`src/port_param_consts.vh`:
```
// Constants for the per-port configuration word loader
`ifndef PORT_PARAM_CONSTS_VH
`define PORT_PARAM_CONSTS_VH

// Configuration register byte offsets inside one port
`define OFF_TIMERS   9'h070
`define OFF_MODES    9'h074
`define OFF_PHY3     9'h080
`define OFF_PHY5     9'h088
`define OFF_PHYRX    9'h08c
`define OFF_SLOTCAP  9'h0d4
`define OFF_VC1RES   9'h15c
`define OFF_VC1MAP   9'h160
// Loader control and status, in the loader page
`define OFF_LDCTL    9'h1f0
`define OFF_LDSTAT   9'h1f4

// Register index inside a port's store
`define IDX_TIMERS   3'h0
`define IDX_MODES    3'h1
`define IDX_PHY3     3'h2
`define IDX_PHY5     3'h3
`define IDX_PHYRX    3'h4
`define IDX_SLOTCAP  3'h5
`define IDX_VC1RES   3'h6
`define IDX_VC1MAP   3'h7
`define NUM_REGS     8
`define NUM_PORTS    3

// Register bus address layout: page select and byte offset
`define BUS_PAGE     10:9
`define BUS_OFF      8:0
`define PAGE_LOADER  2'h3

// Memory word groups: high nibble of the word address
`define GRP_PM       4'h8
`define GRP_SLOT_LO  4'h9
`define GRP_SLOT_HI  4'ha
`define GRP_PHY3_LO  4'hb
`define GRP_PHY3_HI  4'hc
`define GRP_REPLAY   4'hd
`define GRP_ACK      4'he
`define GRP_VC1      4'hf
// Word address fields: group, port, must-be-zero bits
`define EE_GRP       7:4
`define EE_PORT      2:1
`define EE_HI_BIT    3
`define EE_ODD_BIT   0

// Source fields in a memory word and their destinations
`define S_PMLINK     5:0
`define F_PMLINK     13:8
`define S_RXPOL      6:6
`define F_RXPOL      14:14
`define S_VGA        7:7
`define F_VGA        31:31
`define S_PHY5       15:8
`define F_PHY5       31:24
`define S_WORD       15:0
`define F_LOW        15:0
`define F_HIGH       31:16
`define S_REPLAY     12:0
`define F_REPLAY     12:0
`define S_TSCNT      14:13
`define F_TSCNT      25:24
`define S_ACK        14:0
`define F_ACK        30:16
`define S_VC1SLOT    6:0
`define F_VC1SLOT    22:16
`define S_VC1MAP     15:8
`define F_VC1MAP     7:0

// Reset values
`define CFG_REG_RST  32'h00000000
`define LDCTL_RST    32'h00000001
// Loader control bits
`define CTL_LOAD_EN  0
`define CTL_FORCE    1
`define CTL_RESTART  2
// Loader status fields
`define ST_READY     0
`define ST_LOADING   1
`define ST_APPLIED   15:8
`define ST_UNMAPPED  23:16

`endif

```
`src/port_param_word_loader.v`:
```
// Loader spreading memory image words into per-port config fields
//
// The register offsets and the strobed register port were decided locally.
`timescale 1ns/10ps
`default_nettype none
`include "port_param_consts.vh"

module port_param_word_loader (
   input  wire         mclk,        // Core clock, 250 MHz
   input  wire         sys_rst,     // Synchronous reset, high
   input  wire         ee_valid,    // Image word present, one cycle
   input  wire [7:0]   ee_addr,     // Byte address of that word
   input  wire [15:0]  ee_word,     // Image word
   input  wire         ee_last,     // Image fully read, one cycle
   input  wire [10:0]  reg_addr,    // Register bus address
   input  wire [31:0]  reg_wdata,   // Register bus write data
   input  wire         reg_wr,      // Register write strobe
   input  wire         reg_rd,      // Register read strobe
   output wire [31:0]  reg_rdata,   // Read data, cycle after strobe
   output wire         ports_ready, // Ports may leave initialisation
   output wire [767:0] cfg_flat     // All port registers to port logic
);

   // Loader states
   localparam [1:0] ST_IDLE = 2'h0;   // Waiting for the image
   localparam [1:0] ST_LOAD = 2'h1;   // Words arriving
   localparam [1:0] ST_DONE = 2'h2;   // Image complete

   wire [15:0] ones = 16'hffff;       // Source for field masks

   reg  [1:0]  state_q;               // Loader state
   reg  [1:0]  state_d;
   reg         ready_q;               // Registered ready level
   reg  [31:0] ctl_q;                 // Loader control register
   reg  [7:0]  applied_q;             // Words placed into fields
   reg  [7:0]  unmapped_q;            // Words with no destination
   reg  [31:0] rdata_q;               // Read data register

   // Word decode
   wire [3:0]  grp  = ee_addr[`EE_GRP];
   wire [1:0]  port = ee_addr[`EE_PORT];
   wire        accepting;             // Loader takes words now
   wire        addr_ok;               // Even address, bit 3 clear, port 0..2
   reg         map_hit;               // Group has a target here
   wire        take;                  // Word really applied

   // Per-register lane masks and values for the addressed port
   reg  [31:0] m_tim, m_mod, m_p3, m_p5, m_prx, m_slt, m_vr, m_vm;
   reg  [31:0] d_tim, d_mod, d_p3, d_p5, d_prx, d_slt, d_vr, d_vm;
   wire [255:0] lane_mask;
   wire [255:0] lane_data;

   // Register bus decode
   wire [1:0]  page = reg_addr[`BUS_PAGE];
   wire [8:0]  off  = reg_addr[`BUS_OFF];
   reg  [2:0]  bus_idx;               // Register index of offset
   reg         bus_hit;               // Offset maps to a register
   wire        page_port;             // Page is port 0..2
   wire [31:0] status;                // Loader status word
   wire [31:0] port_word;             // Addressed port register

   // Words are ignored once the ports are released, so late
   // image words cannot overwrite values software has set
   assign accepting = ctl_q[`CTL_LOAD_EN] && (state_q != ST_DONE);
   assign addr_ok   = !ee_addr[`EE_HI_BIT] && !ee_addr[`EE_ODD_BIT] &&
                      (port != 2'h3);
   assign take      = ee_valid && accepting && addr_ok && map_hit;

   // Field placement for one word
   always @* begin
      map_hit = 1'b1;
      m_tim = `CFG_REG_RST;
      m_mod = `CFG_REG_RST;
      m_p3  = `CFG_REG_RST;
      m_p5  = `CFG_REG_RST;
      m_prx = `CFG_REG_RST;
      m_slt = `CFG_REG_RST;
      m_vr  = `CFG_REG_RST;
      m_vm  = `CFG_REG_RST;
      d_tim = `CFG_REG_RST;
      d_mod = `CFG_REG_RST;
      d_p3  = `CFG_REG_RST;
      d_p5  = `CFG_REG_RST;
      d_prx = `CFG_REG_RST;
      d_slt = `CFG_REG_RST;
      d_vr  = `CFG_REG_RST;
      d_vm  = `CFG_REG_RST;
      case (grp)
         `GRP_PM: begin
            m_mod[`F_PMLINK] = ones[`S_PMLINK];
            d_mod[`F_PMLINK] = ee_word[`S_PMLINK];
            m_mod[`F_RXPOL]  = ones[`S_RXPOL];
            d_mod[`F_RXPOL]  = ee_word[`S_RXPOL];
            m_tim[`F_VGA]    = ones[`S_VGA];
            d_tim[`F_VGA]    = ee_word[`S_VGA];
            m_p5[`F_PHY5]    = ones[`S_PHY5];
            d_p5[`F_PHY5]    = ee_word[`S_PHY5];
         end
         `GRP_SLOT_LO: begin
            // Port 0 has no slot word in the image
            map_hit = (port != 2'h0);
            m_slt[`F_LOW]    = ones[`S_WORD];
            d_slt[`F_LOW]    = ee_word[`S_WORD];
         end
         `GRP_SLOT_HI: begin
            map_hit = (port != 2'h0);
            m_slt[`F_HIGH]   = ones[`S_WORD];
            d_slt[`F_HIGH]   = ee_word[`S_WORD];
         end
         `GRP_PHY3_LO: begin
            m_p3[`F_LOW]     = ones[`S_WORD];
            d_p3[`F_LOW]     = ee_word[`S_WORD];
         end
         `GRP_PHY3_HI: begin
            m_p3[`F_HIGH]    = ones[`S_WORD];
            d_p3[`F_HIGH]    = ee_word[`S_WORD];
         end
         `GRP_REPLAY: begin
            m_tim[`F_REPLAY] = ones[`S_REPLAY];
            d_tim[`F_REPLAY] = ee_word[`S_REPLAY];
            m_prx[`F_TSCNT]  = ones[`S_TSCNT];
            d_prx[`F_TSCNT]  = ee_word[`S_TSCNT];
         end
         `GRP_ACK: begin
            m_tim[`F_ACK]    = ones[`S_ACK];
            d_tim[`F_ACK]    = ee_word[`S_ACK];
         end
         `GRP_VC1: begin
            m_vr[`F_VC1SLOT] = ones[`S_VC1SLOT];
            d_vr[`F_VC1SLOT] = ee_word[`S_VC1SLOT];
            m_vm[`F_VC1MAP]  = ones[`S_VC1MAP];
            d_vm[`F_VC1MAP]  = ee_word[`S_VC1MAP];
         end
         default: begin
            // Earlier words of the image belong to other logic
            map_hit = 1'b0;
         end
      endcase
   end

   // Lanes in register index order
   assign lane_mask = {m_vm, m_vr, m_slt, m_prx, m_p5, m_p3, m_mod, m_tim};
   assign lane_data = {d_vm, d_vr, d_slt, d_prx, d_p5, d_p3, d_mod, d_tim};

   // Offset to register index
   always @* begin
      bus_hit = 1'b1;
      case (off)
         `OFF_TIMERS:  bus_idx = `IDX_TIMERS;
         `OFF_MODES:   bus_idx = `IDX_MODES;
         `OFF_PHY3:    bus_idx = `IDX_PHY3;
         `OFF_PHY5:    bus_idx = `IDX_PHY5;
         `OFF_PHYRX:   bus_idx = `IDX_PHYRX;
         `OFF_SLOTCAP: bus_idx = `IDX_SLOTCAP;
         `OFF_VC1RES:  bus_idx = `IDX_VC1RES;
         `OFF_VC1MAP:  bus_idx = `IDX_VC1MAP;
         default: begin
            bus_idx = `IDX_TIMERS;
            bus_hit = 1'b0;
         end
      endcase
   end

   assign page_port = (page != `PAGE_LOADER);

   // One register store per port
   genvar p;
   generate
      for (p = 0; p < `NUM_PORTS; p = p + 1) begin : g_port
         localparam [1:0] PNUM = p;
         wire sel_ld  = take && (port == PNUM);
         wire sel_bus = reg_wr && page_port && bus_hit && (page == PNUM);
         // a load changes only masked bits; on those bits a loader word beats a
         // bus write to the same register in the same cycle, which sets the rest
         port_cfg_store u_store (
            .mclk      (mclk),
            .sys_rst   (sys_rst),
            .ld_mask   (sel_ld ? lane_mask : 256'h0),
            .ld_data   (lane_data),
            .bus_we    (sel_bus),
            .bus_idx   (bus_idx),
            .bus_wdata (reg_wdata),
            .regs_flat (cfg_flat[p*256 +: 256])
         );
      end
   endgenerate

   // Loader sequencing
   always @* begin
      state_d = state_q;
      case (state_q)
         ST_IDLE: begin
            if (ctl_q[`CTL_FORCE] || ee_last) begin
               state_d = ST_DONE;
            end else if (ee_valid && accepting) begin
               state_d = ST_LOAD;
            end
         end
         ST_LOAD: begin
            // Last word is applied in the cycle ee_last is seen
            if (ctl_q[`CTL_FORCE] || ee_last) begin
               state_d = ST_DONE;
            end
         end
         ST_DONE: begin
            state_d = ST_DONE;
         end
         default: begin
            state_d = ST_IDLE;
         end
      endcase
      // Restart reopens the image window for a reload
      if (reg_wr && page == `PAGE_LOADER && off == `OFF_LDCTL &&
          reg_wdata[`CTL_RESTART]) begin
         state_d = ST_IDLE;
      end
   end

   // State, ready level and counters
   always @(posedge mclk) begin
      if (sys_rst) begin
         state_q    <= ST_IDLE;
         ready_q    <= 1'b0;
         applied_q  <= 8'h00;
         unmapped_q <= 8'h00;
      end else begin
         state_q <= state_d;
         // ports released once ee_last is seen or the force bit is set
         ready_q <= (state_d == ST_DONE);
         if (take) begin
            applied_q <= applied_q + 8'h01;
         end
         if (ee_valid && accepting && !(addr_ok && map_hit)) begin
            unmapped_q <= unmapped_q + 8'h01;
         end
      end
   end

   // Loader control register; restart bit is not stored
   always @(posedge mclk) begin
      if (sys_rst) begin
         ctl_q <= `LDCTL_RST;
      end else if (reg_wr && page == `PAGE_LOADER &&
                   off == `OFF_LDCTL) begin
         ctl_q <= reg_wdata & ~(32'h1 << `CTL_RESTART);
      end
   end

   assign status = {8'h00, unmapped_q, applied_q, 6'h00,
                    (state_q == ST_LOAD), ready_q};

   assign port_word = cfg_flat[{page, bus_idx, 5'h00} +: 32];

   // Read data for one cycle after the strobe, zero otherwise
   always @(posedge mclk) begin
      if (sys_rst) begin
         rdata_q <= 32'h00000000;
      end else if (!reg_rd) begin
         rdata_q <= 32'h00000000;
      end else if (page_port) begin
         // loaded fields read back over the bus
         rdata_q <= bus_hit ? port_word : 32'h00000000;
      end else if (off == `OFF_LDCTL) begin
         rdata_q <= ctl_q;
      end else if (off == `OFF_LDSTAT) begin
         rdata_q <= status;
      end else begin
         rdata_q <= 32'h00000000;
      end
   end

   assign reg_rdata   = rdata_q;
   assign ports_ready = ready_q;

endmodule
`default_nettype wire

```
`src/port_cfg_store.v`:
```
// Configuration register store of one switch port
`timescale 1ns/10ps
`default_nettype none
`include "port_param_consts.vh"

module port_cfg_store (
   input  wire         mclk,      // Core clock
   input  wire         sys_rst,   // Synchronous reset, high
   input  wire [255:0] ld_mask,   // Loader bit masks, 32 per register
   input  wire [255:0] ld_data,   // Loader bit values, 32 per register
   input  wire         bus_we,    // Register bus write to this port
   input  wire [2:0]   bus_idx,   // Register index of that write
   input  wire [31:0]  bus_wdata, // Register bus write data
   output wire [255:0] regs_flat  // All register contents, flop outputs
);

   genvar i;
   generate
      for (i = 0; i < `NUM_REGS; i = i + 1) begin : g_reg
         localparam [2:0] IDX = i;
         reg  [31:0] word_q;   // Stored register
         wire [31:0] base;     // Value after any bus write
         wire [31:0] msk;      // Loader lane mask
         assign msk  = ld_mask[i*32 +: 32];
         assign base = (bus_we && bus_idx == IDX) ? bus_wdata : word_q;
         // Loader bits overlay the bus value; other bits untouched
         always @(posedge mclk) begin
            if (sys_rst) begin
               word_q <= `CFG_REG_RST;
            end else begin
               word_q <= (base & ~msk) | (ld_data[i*32 +: 32] & msk);
            end
         end
         assign regs_flat[i*32 +: 32] = word_q;
      end
   endgenerate

endmodule
`default_nettype wire

```
`config.mk`:
```
export PLATFORM = sky130hd
export DESIGN_NAME = port_param_word_loader
export DESIGN_NICKNAME = d
export VERILOG_FILES = /design/src/port_param_word_loader.v /design/src/port_cfg_store.v
export VERILOG_INCLUDE_DIRS = /design/src
export SDC_FILE = /design/constraint.sdc
export NUM_CORES = 2
export LEC_CHECK = 0
export ABC_AREA = 1
export ABC_CLOCK_PERIOD_IN_PS = 4000
export BUFFER_PORTS_ARGS = -buffer_cell sky130_fd_sc_hd__buf_2
export CAP_MARGIN = 5
export CELL_PAD_IN_SITES_DETAIL_PLACEMENT = 0
export CELL_PAD_IN_SITES_GLOBAL_PLACEMENT = 1
export CORE_AREA = 2 2 340 342
export CTS_BUF_LIST = sky130_fd_sc_hd__clkbuf_16
export CTS_CLUSTER_SIZE = 30
export DETAILED_ROUTE_END_ITERATION = 16
export DIE_AREA = 0 0 342 344
export PLACE_DENSITY_LB_ADDON = 0.1
export SKIP_CTS_REPAIR_TIMING = 1
export SYNTH_ARGS = -nofsm -noshare
export SYNTH_HDL_FRONTEND = slang
export SYNTH_SLANG_ARGS = --single-unit
```
`constraint.sdc`:
```
create_clock -name mclk -period 4 [get_ports mclk]
set_input_delay 0.2 -clock mclk [delete_from_list [all_inputs] [get_ports mclk]]
set_output_delay 0.2 -clock mclk [all_outputs]
set_load 0.01 [all_outputs]
```
# Yosys cells after proc, flatten, opt, wreduce, memory -nomap -nowiden

Cells that the tools add are included.

Order comparisons: 0
Shift operators: 1
Mux-type cells: 63
Multiply operators: 0
Bitwise gates (word level): 97
Div/mod/pow operators: 0
Reduce and logical (&&, ||, !) cells: 56
$add $sub $neg: 2
Equality and inequality tests: 36

Operators by type and width:

| cell                  | number |
|---|---|
| $and A32 B32 Y32      | 36 |
| $mux W32              | 27 |
| $or A32 B32 Y32       | 24 |
| $shiftx A768 B11 Y32  | 1 |
| $mux W232             | 3 |
| $not A32 Y32          | 21 |
| $mux W16              | 8 |
| $and A15 B32 Y32      | 3 |
| $and A23 B32 Y32      | 3 |
| $and A26 B32 Y32      | 3 |
| $not A8 Y32           | 3 |
| $logic_and A1 B1 Y1   | 43 |
| $eq A9 B8 Y1 const B  | 4 |
| $eq A9 B9 Y1 const B  | 4 |
| $eq A4 B4 Y1 const B  | 8 |
| $mux W8               | 4 |
| $mux W15              | 2 |
| $mux W7               | 4 |
| $mux W13              | 2 |
| $and A8 B8 Y8         | 3 |
| $mux W24              | 1 |
| $pmux W3 S7           | 1 |
| $eq A9 B7 Y1 const B  | 2 |
| $add A8 B1 Y8 const B | 2 |
| 19 further kinds      | 43 |

Logic and storage cells: 285
Register bits: 850
Bits in read-only memories: 0
Bits in latches: 0
Bits in writable memories: 0
Input port bits: 73
Memories kept: 0

# Depth between registers and ports, before layout

Word-level depth: 10
Gate-level depth with buffers: 19
Gate-level depth less buffers: 18

# Modules after synthesis

A second synthesis with hierarchy kept.

Cells, all modules: 9834
Area, all modules: 54984.0 um^2

Modules (own cells, without submodules):

| module                 | cells each | area an instance (um^2) | sequential area each (um^2) | times used |
|---|---|---|---|---|
| port_cfg_store         | 2461       | 14109.8                 | 5124.9                      | 3 |
| port_param_word_loader | 2451       | 12654.6                 | 1641.6                      | 1 |

# Least setup slack after synthesis

No wires, ideal clock.

Path kind: input to register
Start: in reg_addr[9]
End: reg g_port[0].u_store.g_reg[3].word_q[21]
Stages on the path: 11
Arrival time: 1.986 ns
Setup slack: 1.887 ns
Required time: 3.872 ns
Library setup time: 0.128 ns
Cell sequence: clkbuf_1 -> nand2_1 -> inv_1 -> nor2_1 -> nand3_4 -> inv_2 -> nand2_1 -> buf_4 -> buf_2 -> a21oi_1 -> nor2_1

Cells in the longest elaborated chain, start to end: 8
Elaborated cells between the ends (all ways): 9
Classes of those cells: eq/ne: 1; mux: 1; bitwise: 2; reduce/logical: 5

RTL lines:

| item                             | RTL line                     | text |
|---|---|---|
| start: declaration               | port_param_word_loader.v:15  | `input wire [10:0] reg_addr,` |
| $ne A2 B2 Y1 (no line)           | n/a                          |  |
| $logic_and A1 B1 Y1 (2 in a row) | port_param_word_loader.v:172 | `wire sel_bus = reg_wr && page_port && bus_hit && (page == PNUM);` |
| $logic_and A1 B1 Y1 (*)          | port_param_word_loader.v:172 |  |
| $logic_and A1 B1 Y1 (*)          | port_cfg_store.v:25          | `assign base = (bus_we && bus_idx == IDX) ? bus_wdata : word_q;` |
| $mux W32 (*)                     | port_cfg_store.v:25          |  |
| $and A32 B32 Y32 (*)             | port_cfg_store.v:31          | `word_q <= (base & ~msk) \| (ld_data[i*32 +: 32] & msk);` |
| $or A32 B32 Y32 (*)              | port_cfg_store.v:31          |  |
| end signal: assignment           | port_cfg_store.v:29          | `` word_q <= `CFG_REG_RST; `` |
| end signal: assignment           | port_cfg_store.v:31          |  |
| end: declaration                 | port_cfg_store.v:21          | `reg [31:0] word_q;` |

Every way passes the cells marked *; elsewhere a longest branch is shown, timed or not.
A chain may end at the register's enable or synchronous reset.

# Worst setup path in the final report

Start: in reg_addr[0]
End: reg rdata_q[23], in the netlist reg_rdata[23]

Cells in the longest elaborated chain, start to end: 5
Elaborated cells between the ends (all ways): 18
Classes of those cells: eq/ne: 10; shift: 1; mux: 6; reduce/logical: 1

RTL lines:

| item                                            | RTL line                                                   | text |
|---|---|---|
| $eq A9 B9 Y1, or another cell as far along      | port_param_word_loader.v:148                               | `case (off)` |
| $pmux W3 S7 or $reduce_or A8 Y1 (tied branches) | n/a                                                        |  |
| $shiftx A768 B11 Y32 or $mux W1 (tied branches) | port_param_word_loader.v:252, port_param_word_loader.v:148 |  |
| $mux W32                                        | port_param_word_loader.v:262                               | `rdata_q <= bus_hit ? port_word : 32'h00000000;` |
| $mux W32 (*)                                    | port_param_word_loader.v:260                               | `end else if (page_port) begin` |
| end signal: assignment                          | port_param_word_loader.v:262                               |  |
| end signal: assignment                          | port_param_word_loader.v:264                               | `rdata_q <= ctl_q;` |
| end signal: assignment                          | port_param_word_loader.v:266                               | `rdata_q <= status;` |
| end: declaration                                | port_param_word_loader.v:37                                | `reg [31:0] rdata_q;` |

Marked as above.

==> impl_results.md <==
* Status: complete, but fails checks
* Failing checks: hold timing
* Chip width at between 300 and 400 um
* Worst Path Class, Setup: input pin to flip-flop
* Final Hold Viols at 1
* Final period util at 0.806
* CTS Sinks at 850
* Setup Skew at 38.6 ps
* Cell taking the most area after synthesis: dfxtp_1
* Worst hold margin at -19.1 ps
* Iteration-0 DRC Markers at 8281
* Total die area at 0.118 mm2
* Largest net degree at the start of global routing at approximately 180
* Antenna Nets Post-Route at 0
* CTS tree: built
* FP Rows at between 100 and 150
* Final Max Tran Viols at 0
* Max Cap Viol at 0
* Worst slew margin at 0.172
* RSZ-0062 raised after global routing: no
* H-tree lvl count at 3
* Actual slew at the worst max-slew pin at around 1200 ps
* Port Buf Inserts at 873
* Worst endpoint data arrival time at approximately 3800 ps
* PwrDens at 380 mW/mm2
* CP Data Required Time at roughly 4600 ps
* Synth Area per Inst at between 6 and 7 um2
* Most frequent cells in the layout: 1471 x nand2_1, 872 x buf_2, 850 x dfxtp_1
* Warnings, synthesis at 0
* Min Tclk post-route at around 3200 ps
* First-pass GRT wire length at roughly 400000 um
* CTS Buffer Depth at 3
* Initial antenna violation count at 29
* Total power at between 15 and 20 mW
* Sequential element share of the synthesized area at 0.402
* Core area at roughly 0.11 mm2
* Leak pwr at about 23 nW
* Commonest non-fill, non-tap cell in the layout: nand2_1
* Starting density of the core at 0.372
* Netlist Area Pre-Place at about 0.042 mm2
* Maximum VDD drop at between 300 and 400 uV
* Placed cells at 8580
* Finished Layout Cells at slightly below 9k
* Post-Route WL at between 300000 and 400000 um
* Drt pass-1 iters at 8
* Post-synth top flop: dfxtp_1
* Post-synthesis async set-or-reset flop share at 0
* Hpwl dp at 212000 um
* Post-Syn Instances at between 6k and 7k
* Worst-path fanout max at 100
* Layout cells sized above 1 at 0.185
* Drt via density at 5.97
* Area taken by multi-input logic gates at between 0.02 and 0.025 mm2
* Clk pin slew, worst setup/hold paths at roughly 60 ps
* Root Driver: clkbuf_16
* GRT Overall Usage at 0.488
* Setup violators final at 0
* Synth area leaders: dfxtp_1 40%, nand2_1 13%, a21oi_1 8.9%, nor2_1 7.5%, o21ai_0 6.6%
* Post-synth EDFFs at 0
* Fillers at 12.4k
* Synthesized net count at 6610
* Sequential cell area at around 0.017 mm2
* Syn-to-layout area delta at 21.5%
* Routed WL per cell at 34.2 um
* Total grt overflow at 0
* I/O pins at roughly 870
* Fmax at just over 300 MHz
* Crit. End Element: flip-flop
* Setup TNS at 0 ps
* Top-area cell type share of the netlist area at 0.402
* Class of the worst hold path: input pin to flip-flop
* NumNets Final at 7249
* Post-route DRC at 0
* Cell variety after synth at 43
* Vias after detailed routing at about 52k
* Die height at about 340 um
* Synthesized flop and latch total at 850
* GP Congestion at about 1.0
* CTS buffer count at 100
* Vias in the first global route at approximately 46k
* Crit path launch type: input pin
* Worst-Skew Late Latency at approximately 720 ps
logic make-up after synthesis:
logic type	synth area share
AOI/OAI and AO/OA	0.201
adders and majority gates	0.000590
buffers and inverters	0.105
DFF	0.402
and+or+nand+nor	0.292
metal layers:
layer	vias to the layer above	global-route usage	routed length (um)
met5	-	0	47
met4	8	0.411	29800
met3	911	0.127	36500
met2	4092	0.707	123000
met1	24889	0.607	111000
li1	22485	-	-
power breakdown:
part / total (mW) / internal [mW] / leakage (nW) / switching, mW
logic: 2.14 / 0.419 / 14.6 / 1.72
registers: 8.51 / 8.49 / 6.85 / 0.0245
clock network: 8.93 / 4.87 / 1.61 / 4.07
synth_stat cells, types with 13 or more instances:
| cell | number |
|---|---|
| dfxtp_1 | 850 |
| buf_1 | 32 |
| a31oi_1 | 106 |
| inv_1 | 538 |
| nand4_1 | 13 |
| or2_2 | 25 |
| a21oi_1 | 752 |
| nor2_1 | 850 |
| nor2_2 | 19 |
| a22oi_1 | 146 |
| nand3b_1 | 81 |
| inv_2 | 21 |
| buf_4 | 14 |
| o21ai_0 | 559 |
| clkbuf_1 | 359 |
| nor3_1 | 15 |
| buf_2 | 149 |
| o21ai_1 | 21 |
| nand2_1 | 1481 |
| nand3_1 | 459 |
path summary, 6_finish.rpt:
path,end,cells after the start,slack [ps],start
max,reg_rdata[23],15,780,reg_addr[0]
min,g_port[2].u_store.g_reg[6].word_q[6],5,-20,reg_wdata[6]
min reg2reg,g_port[2].u_store.g_reg[7].word_q[26],2,470,g_port[2].u_store.g_reg[7].word_q[26]
max reg2reg,flip-flop,13,900,state_q[1]
critical path, stage by stage:
cell	delay, ps
buf_2	80
inv_1	40
nand2_2	110
nor2_1	60
nand3_1	310
nand2_1	210
nor2_4	210
buf_12	400
o21ai_0	390
nor2_1	200
buf_4	180
nor2_1	60
nor2_1	590
nand2_1	210
a21oi_1	320
area by class of cell:
cell class | count | area share
multi-input cells | 4565 | 0.409
diodes | 19 | 0.000923
well taps | 1512 | 0.0367
flip-flops and latches | 850 | 0.330
inverters | 565 | 0.0414
clock inverters | 74 | 0.00853
clock buffers | 103 | 0.0501
repair buffers | 1092 | 0.123
stage by stage:
stage / cell area, um2 / hold slack, ps / setup slack, ps / util
6_report: 51500 / -19.1 / 776 / 0.452
5_1_grt: 51400 / 1.85 / 668 / 0.452
4_1_cts: 51400 / -222 / 1010 / 0.451
3_5_place_dp: 48400 / 459 / 293 / 0.425
3_3_place_gp: 48400 / 456 / 280 / 0.425
2_1_floorplan: 42400 / 372 / 1890 / -
Note: power is estimated with default switching activity, not from simulation.
